**src/pkg/multidrop_pkg.sv**
```systemverilog
package multidrop_pkg;
   localparam int DATA_W = 16;
   localparam int ADDR_W = 4;
   localparam int BYTE_W = 8;
   localparam int FIFO_DEPTH = 8;

   // Register addresses
   localparam logic [3:0] ADDR_CTRL = 4'h0;
   localparam logic [3:0] ADDR_NODES = 4'h1;
   localparam logic [3:0] ADDR_PRIO = 4'h2;
   localparam logic [3:0] ADDR_SLICE = 4'h3;
   localparam logic [3:0] ADDR_DROP = 4'h4;
   localparam logic [3:0] ADDR_REPLY = 4'h5;
   localparam logic [3:0] ADDR_TXDATA = 4'h6;
   localparam logic [3:0] ADDR_STATUS = 4'h7;

   // Field positions
   localparam int CTRL_EN_BIT = 0;
   localparam int CTRL_DRV_LO = 1;
   localparam int TXDATA_LAST_BIT = 8;
   localparam int ST_BUSY_BIT = 0;
   localparam int ST_FULL_BIT = 1;
   localparam int ST_EMPTY_BIT = 2;
   localparam int ST_REPLY_OK_BIT = 3;
   localparam int ST_REPLY_TO_BIT = 4;
   localparam int ST_RTS_BIT = 5;
   localparam int ST_SLOT_LO = 8;

   // Driver settings
   localparam logic [1:0] DRV_FULL_DUPLEX = 2'h0;
   localparam logic [1:0] DRV_HALF_DUPLEX = 2'h1;
   localparam logic [1:0] DRV_TWO_WIRE = 2'h2;

   // Reset values
   localparam logic [7:0] RST_NODES = 8'h01;
   localparam logic [7:0] RST_PRIO = 8'h01;
   localparam logic [7:0] RST_SLICE = 8'h05;
   localparam logic [7:0] RST_DROP = 8'h00;
   localparam logic [7:0] RST_REPLY = 8'h32;
   localparam logic [1:0] RST_DRV = DRV_FULL_DUPLEX;
   localparam logic [7:0] FIRST_SLOT = 8'h01;

   // Timing: one hundredth of a second at the system clock
   localparam longint CLK_PERIOD_NS = 50;
   localparam longint HUNDREDTH_NS = 10000000;
   localparam int HUNDREDTH_CYCLES = int'(HUNDREDTH_NS / CLK_PERIOD_NS);
   localparam int TICK_W = 24;

   typedef struct packed {
      logic last;
      logic [7:0] data;
   } line_byte_t;

   typedef enum logic [2:0] {
      ST_IDLE,
      ST_WAIT_SLOT,
      ST_WAIT_CTS,
      ST_SEND,
      ST_WAIT_REPLY
   } tx_state_t;
endpackage

```
**src/rtl/byte_fifo.sv**
```systemverilog
module byte_fifo #(
   parameter int WIDTH = 9,
   parameter int DEPTH = 8
) (
   input wire logic sys_clk,
   input wire logic rst_n,
   input wire logic in_valid,
   output logic in_ready,
   input wire logic [WIDTH-1:0] in_data,
   output logic out_valid,
   input wire logic out_ready,
   output logic [WIDTH-1:0] out_data
);
   localparam int PTR_W = $clog2(DEPTH);
   localparam int CNT_W = $clog2(DEPTH + 1);
   localparam logic [CNT_W-1:0] FULL_CNT = CNT_W'(DEPTH);
   localparam logic [PTR_W-1:0] LAST_PTR = PTR_W'(DEPTH - 1);

   typedef struct packed {
      logic [DEPTH-1:0][WIDTH-1:0] mem;
      logic [PTR_W-1:0] wr;
      logic [PTR_W-1:0] rd;
      logic [CNT_W-1:0] count;
   } fifo_state_t;

   fifo_state_t s;
   fifo_state_t next_s;
   logic push;
   logic pop;

   assign in_ready = (s.count != FULL_CNT);
   assign out_valid = (s.count != '0);
   assign out_data = s.mem[s.rd];
   assign push = in_valid && in_ready;
   assign pop = out_valid && out_ready;

   always_comb begin
      next_s = s;
      if (push) begin
         next_s.mem[s.wr] = in_data;
         next_s.wr = (s.wr == LAST_PTR) ? '0 : s.wr + 1'b1;
      end
      if (pop) begin
         next_s.rd = (s.rd == LAST_PTR) ? '0 : s.rd + 1'b1;
      end
      if (push && !pop) begin
         next_s.count = s.count + 1'b1;
      end else if (pop && !push) begin
         next_s.count = s.count - 1'b1;
      end
   end

   always_ff @(posedge sys_clk) begin
      if (!rst_n) begin
         s <= '0;
      end else begin
         s <= next_s;
      end
   end
endmodule // byte_fifo

```
**src/rtl/multidrop_line_arbiter.sv**
```systemverilog
// How it works
// Line shared by time division slots, never by collision detection.
// Slot turn comes from configured node count and own priority.
// Raise RTS, wait CTS, send packet, then await reply from target.
// Watch all traffic, accept own drop address, forward accepted packets.
// Software sets the same node count and slice on every node.
// Priority unique on line, within one to node count.
// Slice about four character times plus worst RTS-to-CTS delay.
// Slice setting never below five hundredths of a second.
// Works whether or not own transmit data echoes back.
// Line interface delivers to all nodes, accepts data while CTS.
// Full duplex setting: driver always on, receiver always on.
// Half duplex setting: driver always on, receiver off while sending.
// Two-wire setting: driver follows CTS, receiver off while sending.
// Start only in own priority slot; slots cycle one to node count.
module multidrop_line_arbiter #(
   parameter int HUNDREDTH_CYCLES = multidrop_pkg::HUNDREDTH_CYCLES
) (
   input wire logic sys_clk,
   input wire logic rst_n,
   input wire logic [multidrop_pkg::ADDR_W-1:0] reg_addr,
   input wire logic [multidrop_pkg::DATA_W-1:0] reg_wdata,
   input wire logic reg_wr,
   input wire logic reg_rd,
   output logic [multidrop_pkg::DATA_W-1:0] reg_rdata,
   output logic line_rts,
   input wire logic line_cts,
   output logic [7:0] line_tx_data,
   output logic line_tx_last,
   output logic line_tx_valid,
   input wire logic line_tx_ready,
   input wire logic [7:0] line_rx_data,
   input wire logic line_rx_last,
   input wire logic line_rx_valid,
   output logic line_drv_en,
   output logic line_rcv_en,
   output logic [7:0] fwd_data,
   output logic fwd_last,
   output logic fwd_valid
);
   localparam logic [multidrop_pkg::TICK_W-1:0] TICK_LAST =
      multidrop_pkg::TICK_W'(HUNDREDTH_CYCLES - 1);

   typedef struct packed {
      multidrop_pkg::tx_state_t st;
      logic enable;
      logic [1:0] drv;
      logic [7:0] nodes;
      logic [7:0] prio;
      logic [7:0] slice;
      logic [7:0] drop;
      logic [7:0] reply;
      logic [multidrop_pkg::TICK_W-1:0] tick_cnt;
      logic [7:0] slice_cnt;
      logic [7:0] slot;
      logic [7:0] wait_cnt;
      logic rx_first;
      logic rx_accept;
      logic [7:0] fwd_data;
      logic fwd_last;
      logic fwd_valid;
      logic reply_ok;
      logic reply_to;
      logic [multidrop_pkg::DATA_W-1:0] rdata;
   } arb_state_t;

   arb_state_t s;
   arb_state_t next_s;

   multidrop_pkg::line_byte_t fifo_in;
   multidrop_pkg::line_byte_t fifo_out;
   logic fifo_in_valid;
   logic fifo_in_ready;
   logic fifo_out_valid;
   logic fifo_out_ready;
   logic tick;
   logic slice_end;
   logic own_slot;
   logic sending;
   logic rx_take;
   logic rx_ours;
   logic [multidrop_pkg::DATA_W-1:0] status;

   assign fifo_in.data = reg_wdata[7:0];
   assign fifo_in.last = reg_wdata[multidrop_pkg::TXDATA_LAST_BIT];
   assign fifo_in_valid = reg_wr && (reg_addr == multidrop_pkg::ADDR_TXDATA);

   // Full queue drops the word; software polls the full flag first
   byte_fifo #(
      .WIDTH($bits(multidrop_pkg::line_byte_t)),
      .DEPTH(multidrop_pkg::FIFO_DEPTH)
   ) tx_queue (
      .sys_clk(sys_clk),
      .rst_n(rst_n),
      .in_valid(fifo_in_valid),
      .in_ready(fifo_in_ready),
      .in_data(fifo_in),
      .out_valid(fifo_out_valid),
      .out_ready(fifo_out_ready),
      .out_data(fifo_out)
   );

   assign tick = (s.tick_cnt == TICK_LAST);
   assign slice_end = tick && ((s.slice_cnt + 8'h01) >= s.slice);
   assign own_slot = (s.slot == s.prio);
   assign sending = (s.st == multidrop_pkg::ST_WAIT_CTS) || (s.st == multidrop_pkg::ST_SEND);

   // Bytes leave only while CTS holds
   assign line_rts = sending;
   assign line_tx_data = fifo_out.data;
   assign line_tx_last = fifo_out.last;
   assign line_tx_valid = (s.st == multidrop_pkg::ST_SEND) && fifo_out_valid && line_cts;
   assign fifo_out_ready = line_tx_valid && line_tx_ready;

   always_comb begin
      line_drv_en = 1'b1;
      line_rcv_en = 1'b1;
      case (s.drv)
         multidrop_pkg::DRV_HALF_DUPLEX: begin
            line_rcv_en = !sending;
         end
         multidrop_pkg::DRV_TWO_WIRE: begin
            line_drv_en = line_cts;
            line_rcv_en = !sending;
         end
         default: begin
            line_rcv_en = 1'b1;
         end
      endcase
   end

   // Echoed own packets carry a foreign address and are filtered out
   assign rx_take = line_rx_valid && line_rcv_en && s.enable;
   assign rx_ours = s.rx_first ? (line_rx_data == s.drop) : s.rx_accept;

   always_comb begin
      status = '0;
      status[multidrop_pkg::ST_BUSY_BIT] = (s.st != multidrop_pkg::ST_IDLE);
      status[multidrop_pkg::ST_FULL_BIT] = !fifo_in_ready;
      status[multidrop_pkg::ST_EMPTY_BIT] = !fifo_out_valid;
      status[multidrop_pkg::ST_REPLY_OK_BIT] = s.reply_ok;
      status[multidrop_pkg::ST_REPLY_TO_BIT] = s.reply_to;
      status[multidrop_pkg::ST_RTS_BIT] = sending;
      status[multidrop_pkg::ST_SLOT_LO +: 8] = s.slot;
   end

   always_comb begin
      next_s = s;
      next_s.fwd_valid = 1'b0;
      next_s.rdata = '0;

      // Register writes
      if (reg_wr) begin
         case (reg_addr)
            multidrop_pkg::ADDR_CTRL: begin
               next_s.enable = reg_wdata[multidrop_pkg::CTRL_EN_BIT];
               next_s.drv = reg_wdata[multidrop_pkg::CTRL_DRV_LO +: 2];
            end
            multidrop_pkg::ADDR_NODES: begin
               next_s.nodes = reg_wdata[7:0];
            end
            multidrop_pkg::ADDR_PRIO: begin
               next_s.prio = reg_wdata[7:0];
            end
            multidrop_pkg::ADDR_SLICE: begin
               next_s.slice = reg_wdata[7:0];
            end
            multidrop_pkg::ADDR_DROP: begin
               next_s.drop = reg_wdata[7:0];
            end
            multidrop_pkg::ADDR_REPLY: begin
               next_s.reply = reg_wdata[7:0];
            end
            default: begin
               next_s.rdata = '0;
            end
         endcase
      end

      // Register reads, data in the following cycle only
      if (reg_rd) begin
         case (reg_addr)
            multidrop_pkg::ADDR_CTRL: begin
               next_s.rdata[multidrop_pkg::CTRL_EN_BIT] = s.enable;
               next_s.rdata[multidrop_pkg::CTRL_DRV_LO +: 2] = s.drv;
            end
            multidrop_pkg::ADDR_NODES: begin
               next_s.rdata[7:0] = s.nodes;
            end
            multidrop_pkg::ADDR_PRIO: begin
               next_s.rdata[7:0] = s.prio;
            end
            multidrop_pkg::ADDR_SLICE: begin
               next_s.rdata[7:0] = s.slice;
            end
            multidrop_pkg::ADDR_DROP: begin
               next_s.rdata[7:0] = s.drop;
            end
            multidrop_pkg::ADDR_REPLY: begin
               next_s.rdata[7:0] = s.reply;
            end
            multidrop_pkg::ADDR_STATUS: begin
               next_s.rdata = status;
            end
            default: begin
               next_s.rdata = '0;
            end
         endcase
      end

      // Hundredth tick and slot wheel
      next_s.tick_cnt = tick ? '0 : s.tick_cnt + 1'b1;
      if (tick) begin
         next_s.slice_cnt = s.slice_cnt + 8'h01;
      end
      if (slice_end) begin
         next_s.slice_cnt = '0;
         next_s.slot = (s.slot >= s.nodes) ? multidrop_pkg::FIRST_SLOT : s.slot + 8'h01;
      end
      if (tick && (s.wait_cnt != '0)) begin
         next_s.wait_cnt = s.wait_cnt - 8'h01;
      end

      // Receive filter and forwarding
      if (rx_take) begin
         next_s.rx_first = line_rx_last;
         if (s.rx_first) begin
            next_s.rx_accept = rx_ours;
         end
         if (rx_ours) begin
            next_s.fwd_data = line_rx_data;
            next_s.fwd_last = line_rx_last;
            next_s.fwd_valid = 1'b1;
         end
      end

      // Transmit sequence
      case (s.st)
         multidrop_pkg::ST_IDLE: begin
            if (s.enable && fifo_out_valid) begin
               next_s.st = multidrop_pkg::ST_WAIT_SLOT;
            end
         end
         multidrop_pkg::ST_WAIT_SLOT: begin
            // Turn taken only in own slot, no carrier sensing
            if (own_slot && !slice_end) begin
               next_s.st = multidrop_pkg::ST_WAIT_CTS;
               next_s.reply_ok = 1'b0;
               next_s.reply_to = 1'b0;
            end
         end
         multidrop_pkg::ST_WAIT_CTS: begin
            // Missing CTS gives the slot back rather than overrun it
            if (line_cts) begin
               next_s.st = multidrop_pkg::ST_SEND;
            end else if (slice_end) begin
               next_s.st = multidrop_pkg::ST_WAIT_SLOT;
            end
         end
         multidrop_pkg::ST_SEND: begin
            if (fifo_out_ready && fifo_out.last) begin
               next_s.st = multidrop_pkg::ST_WAIT_REPLY;
               next_s.wait_cnt = s.reply;
            end
         end
         multidrop_pkg::ST_WAIT_REPLY: begin
            if (rx_take && rx_ours && line_rx_last) begin
               next_s.st = multidrop_pkg::ST_IDLE;
               next_s.reply_ok = 1'b1;
            end else if (s.wait_cnt == '0) begin
               next_s.st = multidrop_pkg::ST_IDLE;
               next_s.reply_to = 1'b1;
            end
         end
         default: begin
            next_s.st = multidrop_pkg::ST_IDLE;
         end
      endcase
      if (!s.enable && (s.st != multidrop_pkg::ST_SEND)) begin
         next_s.st = multidrop_pkg::ST_IDLE;
      end
   end

   always_ff @(posedge sys_clk) begin
      if (!rst_n) begin
         s <= '0;
         s.st <= multidrop_pkg::ST_IDLE;
         s.drv <= multidrop_pkg::RST_DRV;
         s.nodes <= multidrop_pkg::RST_NODES;
         s.prio <= multidrop_pkg::RST_PRIO;
         s.slice <= multidrop_pkg::RST_SLICE;
         s.drop <= multidrop_pkg::RST_DROP;
         s.reply <= multidrop_pkg::RST_REPLY;
         s.slot <= multidrop_pkg::FIRST_SLOT;
         s.rx_first <= 1'b1;
      end else begin
         s <= next_s;
      end
   end

   assign reg_rdata = s.rdata;
   assign fwd_data = s.fwd_data;
   assign fwd_last = s.fwd_last;
   assign fwd_valid = s.fwd_valid;
endmodule // multidrop_line_arbiter

```
**config.mk**
```make
export PLATFORM = sky130hd
export DESIGN_NAME = multidrop_line_arbiter
export DESIGN_NICKNAME = d
export VERILOG_FILES = /design/src/pkg/multidrop_pkg.sv /design/src/rtl/byte_fifo.sv /design/src/rtl/multidrop_line_arbiter.sv
export SDC_FILE = /design/constraint.sdc
export NUM_CORES = 1
export LEC_CHECK = 0
export ABC_AREA = 0
export BUFFER_PORTS_ARGS = -buffer_cell sky130_fd_sc_hd__buf_2
export CAP_MARGIN = 20
export CORE_MARGIN = 4
export CORE_UTILIZATION = 60
export DETAILED_ROUTE_END_ITERATION = 8
export PLACE_DENSITY = 0.85
export SYNTH_ARGS = -nofsm -noshare
export SYNTH_HDL_FRONTEND = slang
export SYNTH_HIERARCHICAL = 1
export SYNTH_SLANG_ARGS = --single-unit
```
**constraint.sdc**
```tcl
create_clock -name sys_clk -period 7.4 [get_ports sys_clk]
set_input_delay 0.74 -clock sys_clk [delete_from_list [all_inputs] [get_ports sys_clk]]
set_output_delay 0.74 -clock sys_clk [all_outputs]
set_load 0.02 [all_outputs]
```
======== Yosys cells after proc, flatten, opt, wreduce, memory -nomap -nowiden ========
Cells that the tools add are included.
word-level totals
  register bits after elaboration ......... 206
  bits of input ports ..................... 36
  output and inout port bits .............. 39
  logic and storage cells ................. 159
cells by class
  add/sub/neg operators ................... 8
  magnitude comparators ................... 5
  equality and inequality tests ........... 28
  mux-type cells .......................... 32
  bitwise logic cells ..................... 1
  reductions and logical operators ........ 53
operators by type and width
  kind                                                                     number
  72-bit bitwise mux                                                       1
  8-bit 2-to-1 mux                                                         4
  5-bit one-hot mux with 6 select lines                                    1
  9-bit binary-select mux with 3-bit select                                1
  9-bit demux with 3-bit select                                            1
  3-bit 2-to-1 mux                                                         9
  24-bit by 1-bit adder with 24-bit output, second input constant          1
  24-bit by 18-bit equality test with 1-bit output, second input constant  1
  3-bit one-hot mux with 7 select lines                                    1
  2-bit AND reduction                                                      10
  1-bit logical AND                                                        19
  9-bit 2-to-1 mux                                                         2
  8-bit by 1-bit adder with 8-bit output, second input constant            2
  4-bit by 3-bit equality test with 1-bit output, second input constant    4
  8-bit equality test                                                      2
  8-bit >= comparator                                                      2
  3-bit one-hot mux with 5 select lines                                    1
  2-bit inequality test, second input constant                             5
  3-bit equality test, second input constant                               3
  4-bit by 2-bit equality test with 1-bit output, second input constant    2
  8-bit zero test                                                          1
  3-bit by 4-bit < comparator with 1-bit output, second input constant     2
  4-bit 2-to-1 mux                                                         2
  8-bit nonzero test                                                       1
  other kinds (29)                                                         49

======== Logic depth before layout (Yosys ltp) ========
  depth in word-level cells ............... 10
  gate-level depth with buffers ........... 13
  mapped depth without buffers ............ 12

======== By module ========
The synthesis kept the hierarchy.
modules (own cells, without submodules)
  module                  times used  cells each  area an instance (um2)  seq. area each (um2)
  multidrop_line_arbiter  1           731         6,154.7                 2,482.4
  byte_fifo               1           345         3,901.2                 1,641.6

======== Worst setup path after synthesis ========
Ideal clock, no wire load.
  path type ............................... register -> register
  start point ............................. register s[122] (netlist name)
  end point ............................... register tx_queue/s[3] (netlist name)
  library setup time ...................... 72 ps
  arrival ................................. 3,019 ps
  data required time ...................... 7,328 ps
  setup slack ............................. 4,309 ps
  stages on the path, launching flop included .. 14
  path buffers ............................ 1
  period minus slack after synthesis ...... 3,091 ps
  cells stage by stage .................... dfxtp_1 -> clkbuf_1 -> nor2b_1 -> and2_1 -> and3_1 -> and2_1 -> nand2_1 -> ha_1 -> inv_1 -> ha_1 -> a21oi_1 -> a211oi_1 -> a31oi_1 -> mux2i_1
RTL lines
  element                 line             source
  end signal: assignment  byte_fifo.sv:57  s <= next_s;
  end: declaration        byte_fifo.sv:26  fifo_state_t s;

==> impl_metrics.csv <==
group,metric,value,unit
die,initial_core_util,0.609,
route,drtIter0Drc,808,
timing,final_period_util,0.427,
route,avgViaCountPerCell,5.94,
logic_synthesis,synth.ff_latch_count,206,
timing,hold_viol_final,0,
timing,fmaxAchievable,317,MHz
timing,setup_repair_after_global_routing_missed_its_margin,"no",
finish,area_growth_syn_to_layout,10.4,%
logic_synthesis,avgSynthCellArea,9.35,µm²
logic_synthesis,synthFlopType,"sky130_fd_sc_hd__dfxtp_1",
critical_path,critical_path_required,7840,ps
timing,timing.slew.headroom,0.419,
global_route,grt_start_max_net_pins,59,
power,power.clock.fraction,0.492,
route,routed_wire_length_per_instance,17.9,µm
die,boundaryPins,75,
min_path,min-delay-start,"fwd_last$_SDFFE_PN0P_",
die,fp-row-count,47,
critical_path,timing.setup.critical_path_class,"flop to flop",
power,pwr_density_cell,216,nW/µm²
die,dieWidth,137,µm
power,power_frac_comb,0.040,
outcome,outcome,"finished clean",
power,worst_voltage_drop_across_the_vdd_grid,0.208,mV
logic_synthesis,ys_seq_area_frac,0.410,
power,power.leakage,4.40,nW
logic_synthesis,mapped_nets,1142,
timing,final-setup-viol-count,0,
clocking,cts_hold_buffers,0,
global_route,grt_pass1_wl,37.7,mm
route,drt_drc_violations_left,0,
logic_synthesis,synthDistinctLibCells,66,
clocking,post-cts-setup-buffer-count,0,
finish,layout.nets,1156,
min_path,min-delay-path-class,"flop to flop",
critical_path,reg_to_reg_start,"s[46]$_SDFFE_PP0P_",
power,power.switching_fraction,0.208,
power,seqPwrFrac,0.468,
timing,final.setup_skew,12.8,ps
clocking,worstSkewPairLatency,500,ps
placement,portBuffers,67,
clocking,clock_path_buffers,3,
die,design.die.area,18900,µm²
min_path,hold-path-endpoint,"fwd_last$_SDFFE_PN0P_",
timing,period_minus_slack,3160,ps
clocking,clk_root_buffer_cell,"sky130_fd_sc_hd__clkbuf_16",
critical_path,critical_path.max_fanout,9,
logic_synthesis,ys_warn_count,6,
clocking,post_cts_resized,0,
global_route,congestion_overflow_gr,0,
die,die_span_y,137,µm
global_route,gr-usage-all-layers,0.248,
critical_path,endpoint_kind,"flop",
timing,final_max_slew_viols,0,
clocking,tritoncts,"built",
global_route,number_of_global_route_vias_before_repair,7379,
logic_synthesis,syn-instance-count,1076,
power,finalPower,2.40,mW
route,drtPass1Iterations,7,
power,internal,1.90,mW
critical_path,rrSetupSlack,4240,ps
clocking,clock_sinks,206,
finish,drive_gt1_frac,0.140,
job,max-cap-violations,0,
logic_synthesis,synth-edff-count,0,
timing,timing_worst_slew_pin_value,871,ps
logic_synthesis,post_syn_area,10100,µm²
die,design.core.area,16500,µm²
power,power.switching,0.499,mW
clocking,cts.clk_slew.worst_paths,60,ps
logic_synthesis,synthArstFlopShare,0,
clocking,cts.htree.levels,1,
finish,insertedDiodeCount,0,
min_path,whs_path_depth,2,
clocking,cts_inserted_buffers,22,
placement,globalplace.congestion,0.933,
critical_path,worstPathArrival,3600,ps
critical_path,r2r_end,"s[122]$_SDFFE_PP0P_",
global_route,antenna_found_initial,0,
route,final_antenna_net_count,0,
placement,detailedPlacementHpwl,15.7,mm
critical_path,reg2regPathDepth,11,
route,route.vias.total,7862,
finish,final.fill_count,1238,
timing,setup_total_negative_slack,0,ps
critical_path,critical_path.startpoint_type,"flop",
route,detail_route.wirelength,23.6,mm
worst max-delay path: stages (launching register included):
cell and delay [ps]:
sky130_fd_sc_hd__dfxtp_1 390, sky130_fd_sc_hd__ha_1 230, sky130_fd_sc_hd__nand3_1 150, sky130_fd_sc_hd__or2_2 340
sky130_fd_sc_hd__xnor2_1 130, sky130_fd_sc_hd__ha_1 190, sky130_fd_sc_hd__a211o_1 270, sky130_fd_sc_hd__o211ai_1 110
sky130_fd_sc_hd__o211a_1 360, sky130_fd_sc_hd__o211ai_1 210, sky130_fd_sc_hd__a311oi_1 480, sky130_fd_sc_hd__o221a_2 240
cells in the mapped netlist (5+ instances only):
master	count	area (µm²)
sky130_fd_sc_hd__and3_1	8	50.1
sky130_fd_sc_hd__a22o_1	5	43.8
sky130_fd_sc_hd__xor2_1	32	280
sky130_fd_sc_hd__a21boi_0	7	52.6
sky130_fd_sc_hd__or3_1	7	43.8
sky130_fd_sc_hd__nor2b_1	79	494
sky130_fd_sc_hd__nand4_1	7	43.8
sky130_fd_sc_hd__nand2b_1	9	56.3
sky130_fd_sc_hd__buf_4	28	210
sky130_fd_sc_hd__dfxtp_1	206	4120
sky130_fd_sc_hd__nor3_1	13	65.1
sky130_fd_sc_hd__xnor2_1	33	289
sky130_fd_sc_hd__and2_1	15	93.8
sky130_fd_sc_hd__inv_1	29	109
sky130_fd_sc_hd__o21ai_0	14	70.1
sky130_fd_sc_hd__nand3_1	48	240
sky130_fd_sc_hd__a211oi_1	10	75.1
sky130_fd_sc_hd__nand2_1	104	390
sky130_fd_sc_hd__mux2_2	12	135
sky130_fd_sc_hd__buf_2	8	40.0
sky130_fd_sc_hd__mux2i_1	96	961
sky130_fd_sc_hd__clkbuf_1	46	173
sky130_fd_sc_hd__nor4_1	10	62.6
sky130_fd_sc_hd__a21oi_1	45	225
sky130_fd_sc_hd__ha_1	29	363
sky130_fd_sc_hd__nor2_1	89	334
sky130_fd_sc_hd__mux4_2	19	428
placed cells by master (no fill, tap or decap), types with 10 or more instances in the layout:
cell / netlist / layout
sky130_fd_sc_hd__and2_1: 15 / 15
sky130_fd_sc_hd__nor3_1: 13 / 11
sky130_fd_sc_hd__o21ai_0: 14 / 14
sky130_fd_sc_hd__a21oi_1: 45 / 45
sky130_fd_sc_hd__nand3_1: 48 / 48
sky130_fd_sc_hd__ha_1: 29 / 29
sky130_fd_sc_hd__clkbuf_16: 0 / 23
sky130_fd_sc_hd__dfxtp_1: 206 / 206
sky130_fd_sc_hd__xor2_1: 32 / 32
sky130_fd_sc_hd__inv_1: 29 / 29
sky130_fd_sc_hd__xnor2_1: 33 / 33
sky130_fd_sc_hd__nor2_1: 89 / 89
sky130_fd_sc_hd__a211oi_1: 10 / 10
sky130_fd_sc_hd__nand2_1: 104 / 104
sky130_fd_sc_hd__mux2_2: 12 / 12
sky130_fd_sc_hd__nor4_1: 10 / 10
sky130_fd_sc_hd__mux4_2: 19 / 19
sky130_fd_sc_hd__buf_2: 8 / 67
sky130_fd_sc_hd__mux2i_1: 96 / 96
sky130_fd_sc_hd__nor2b_1: 79 / 79
flip-flops by register name, summed over array words and instances (netlist names):
signal,flops
reg_rdata,16
fwd_data,8
s,98
fwd_valid,1
tx_queue/s,82
fwd_last,1
cell type report:
class	count	area [µm²]	share of cell area
Inverter	29	109	0.00981
Multi-Input combinational cell	754	5400	0.486
Clock inverter	8	170	0.0153
Sequential cell	206	4120	0.372
Timing Repair Buffer	77	414	0.0373
Tap cell	220	275	0.0248
Clock buffer	29	608	0.0548
metrics by stage:
stage	hold WS, ps	area (µm²)	instances	util	setup slack [ps]
floorplan	430	10100	1076	-	4310
global placement	439	10300	1285	0.624	4140
detailed placement	446	10300	1285	0.624	4070
CTS	453	11100	1322	0.671	4240
global route	468	11100	1323	0.672	3930
finish	452	11100	1323	0.672	4240
cells by family (layout without fill, tap and decap cells):
family	count (synthesis)	count (layout)	share of synthesized area
buf+inv	116	143	0.0555
simple gates	416	416	0.212
compound gates	116	116	0.0763
xor+xnor	65	65	0.0566
fa+ha+maj	30	30	0.0381
flops	206	206	0.410
mux	127	127	0.152
power groups by stage:
stage	registers [mW]	logic (mW)	clock network, mW
global route	1.12	0.103	1.25
global placement	1.15	0.0919	0
CTS	1.12	0.0941	1.20
floorplan	1.14	0.0625	0
finish	1.12	0.0954	1.18
detailed placement	1.15	0.0933	0
routing by layer:
layer	track usage	wire length [µm]
met2	0.390	10700
met4	0.0737	685
met3	0.0431	2070
met5	0	0
met1	0.349	10200
how the worst max path moves through the flow:
stage                        startpoint  cells past startpoint  slack (ps)                    endpoint
floorplan           s[122]$_SDFFE_PP0P_                     13        4310  tx_queue/s[3]$_SDFFE_PN0P_
global placement            reg_addr[1]                     12        4140  tx_queue/s[3]$_SDFFE_PN0P_
detailed placement          reg_addr[1]                     12        4070  tx_queue/s[3]$_SDFFE_PN0P_
CTS                  s[46]$_SDFFE_PP0P_                     11        4240         s[122]$_SDFFE_PP0P_
global route         s[46]$_SDFFE_PP0P_                     11        3930         s[122]$_SDFFE_PP0P_
finish               s[46]$_SDFFE_PP0P_                     11        4240         s[122]$_SDFFE_PP0P_
(Power assumes the default switching activity.)
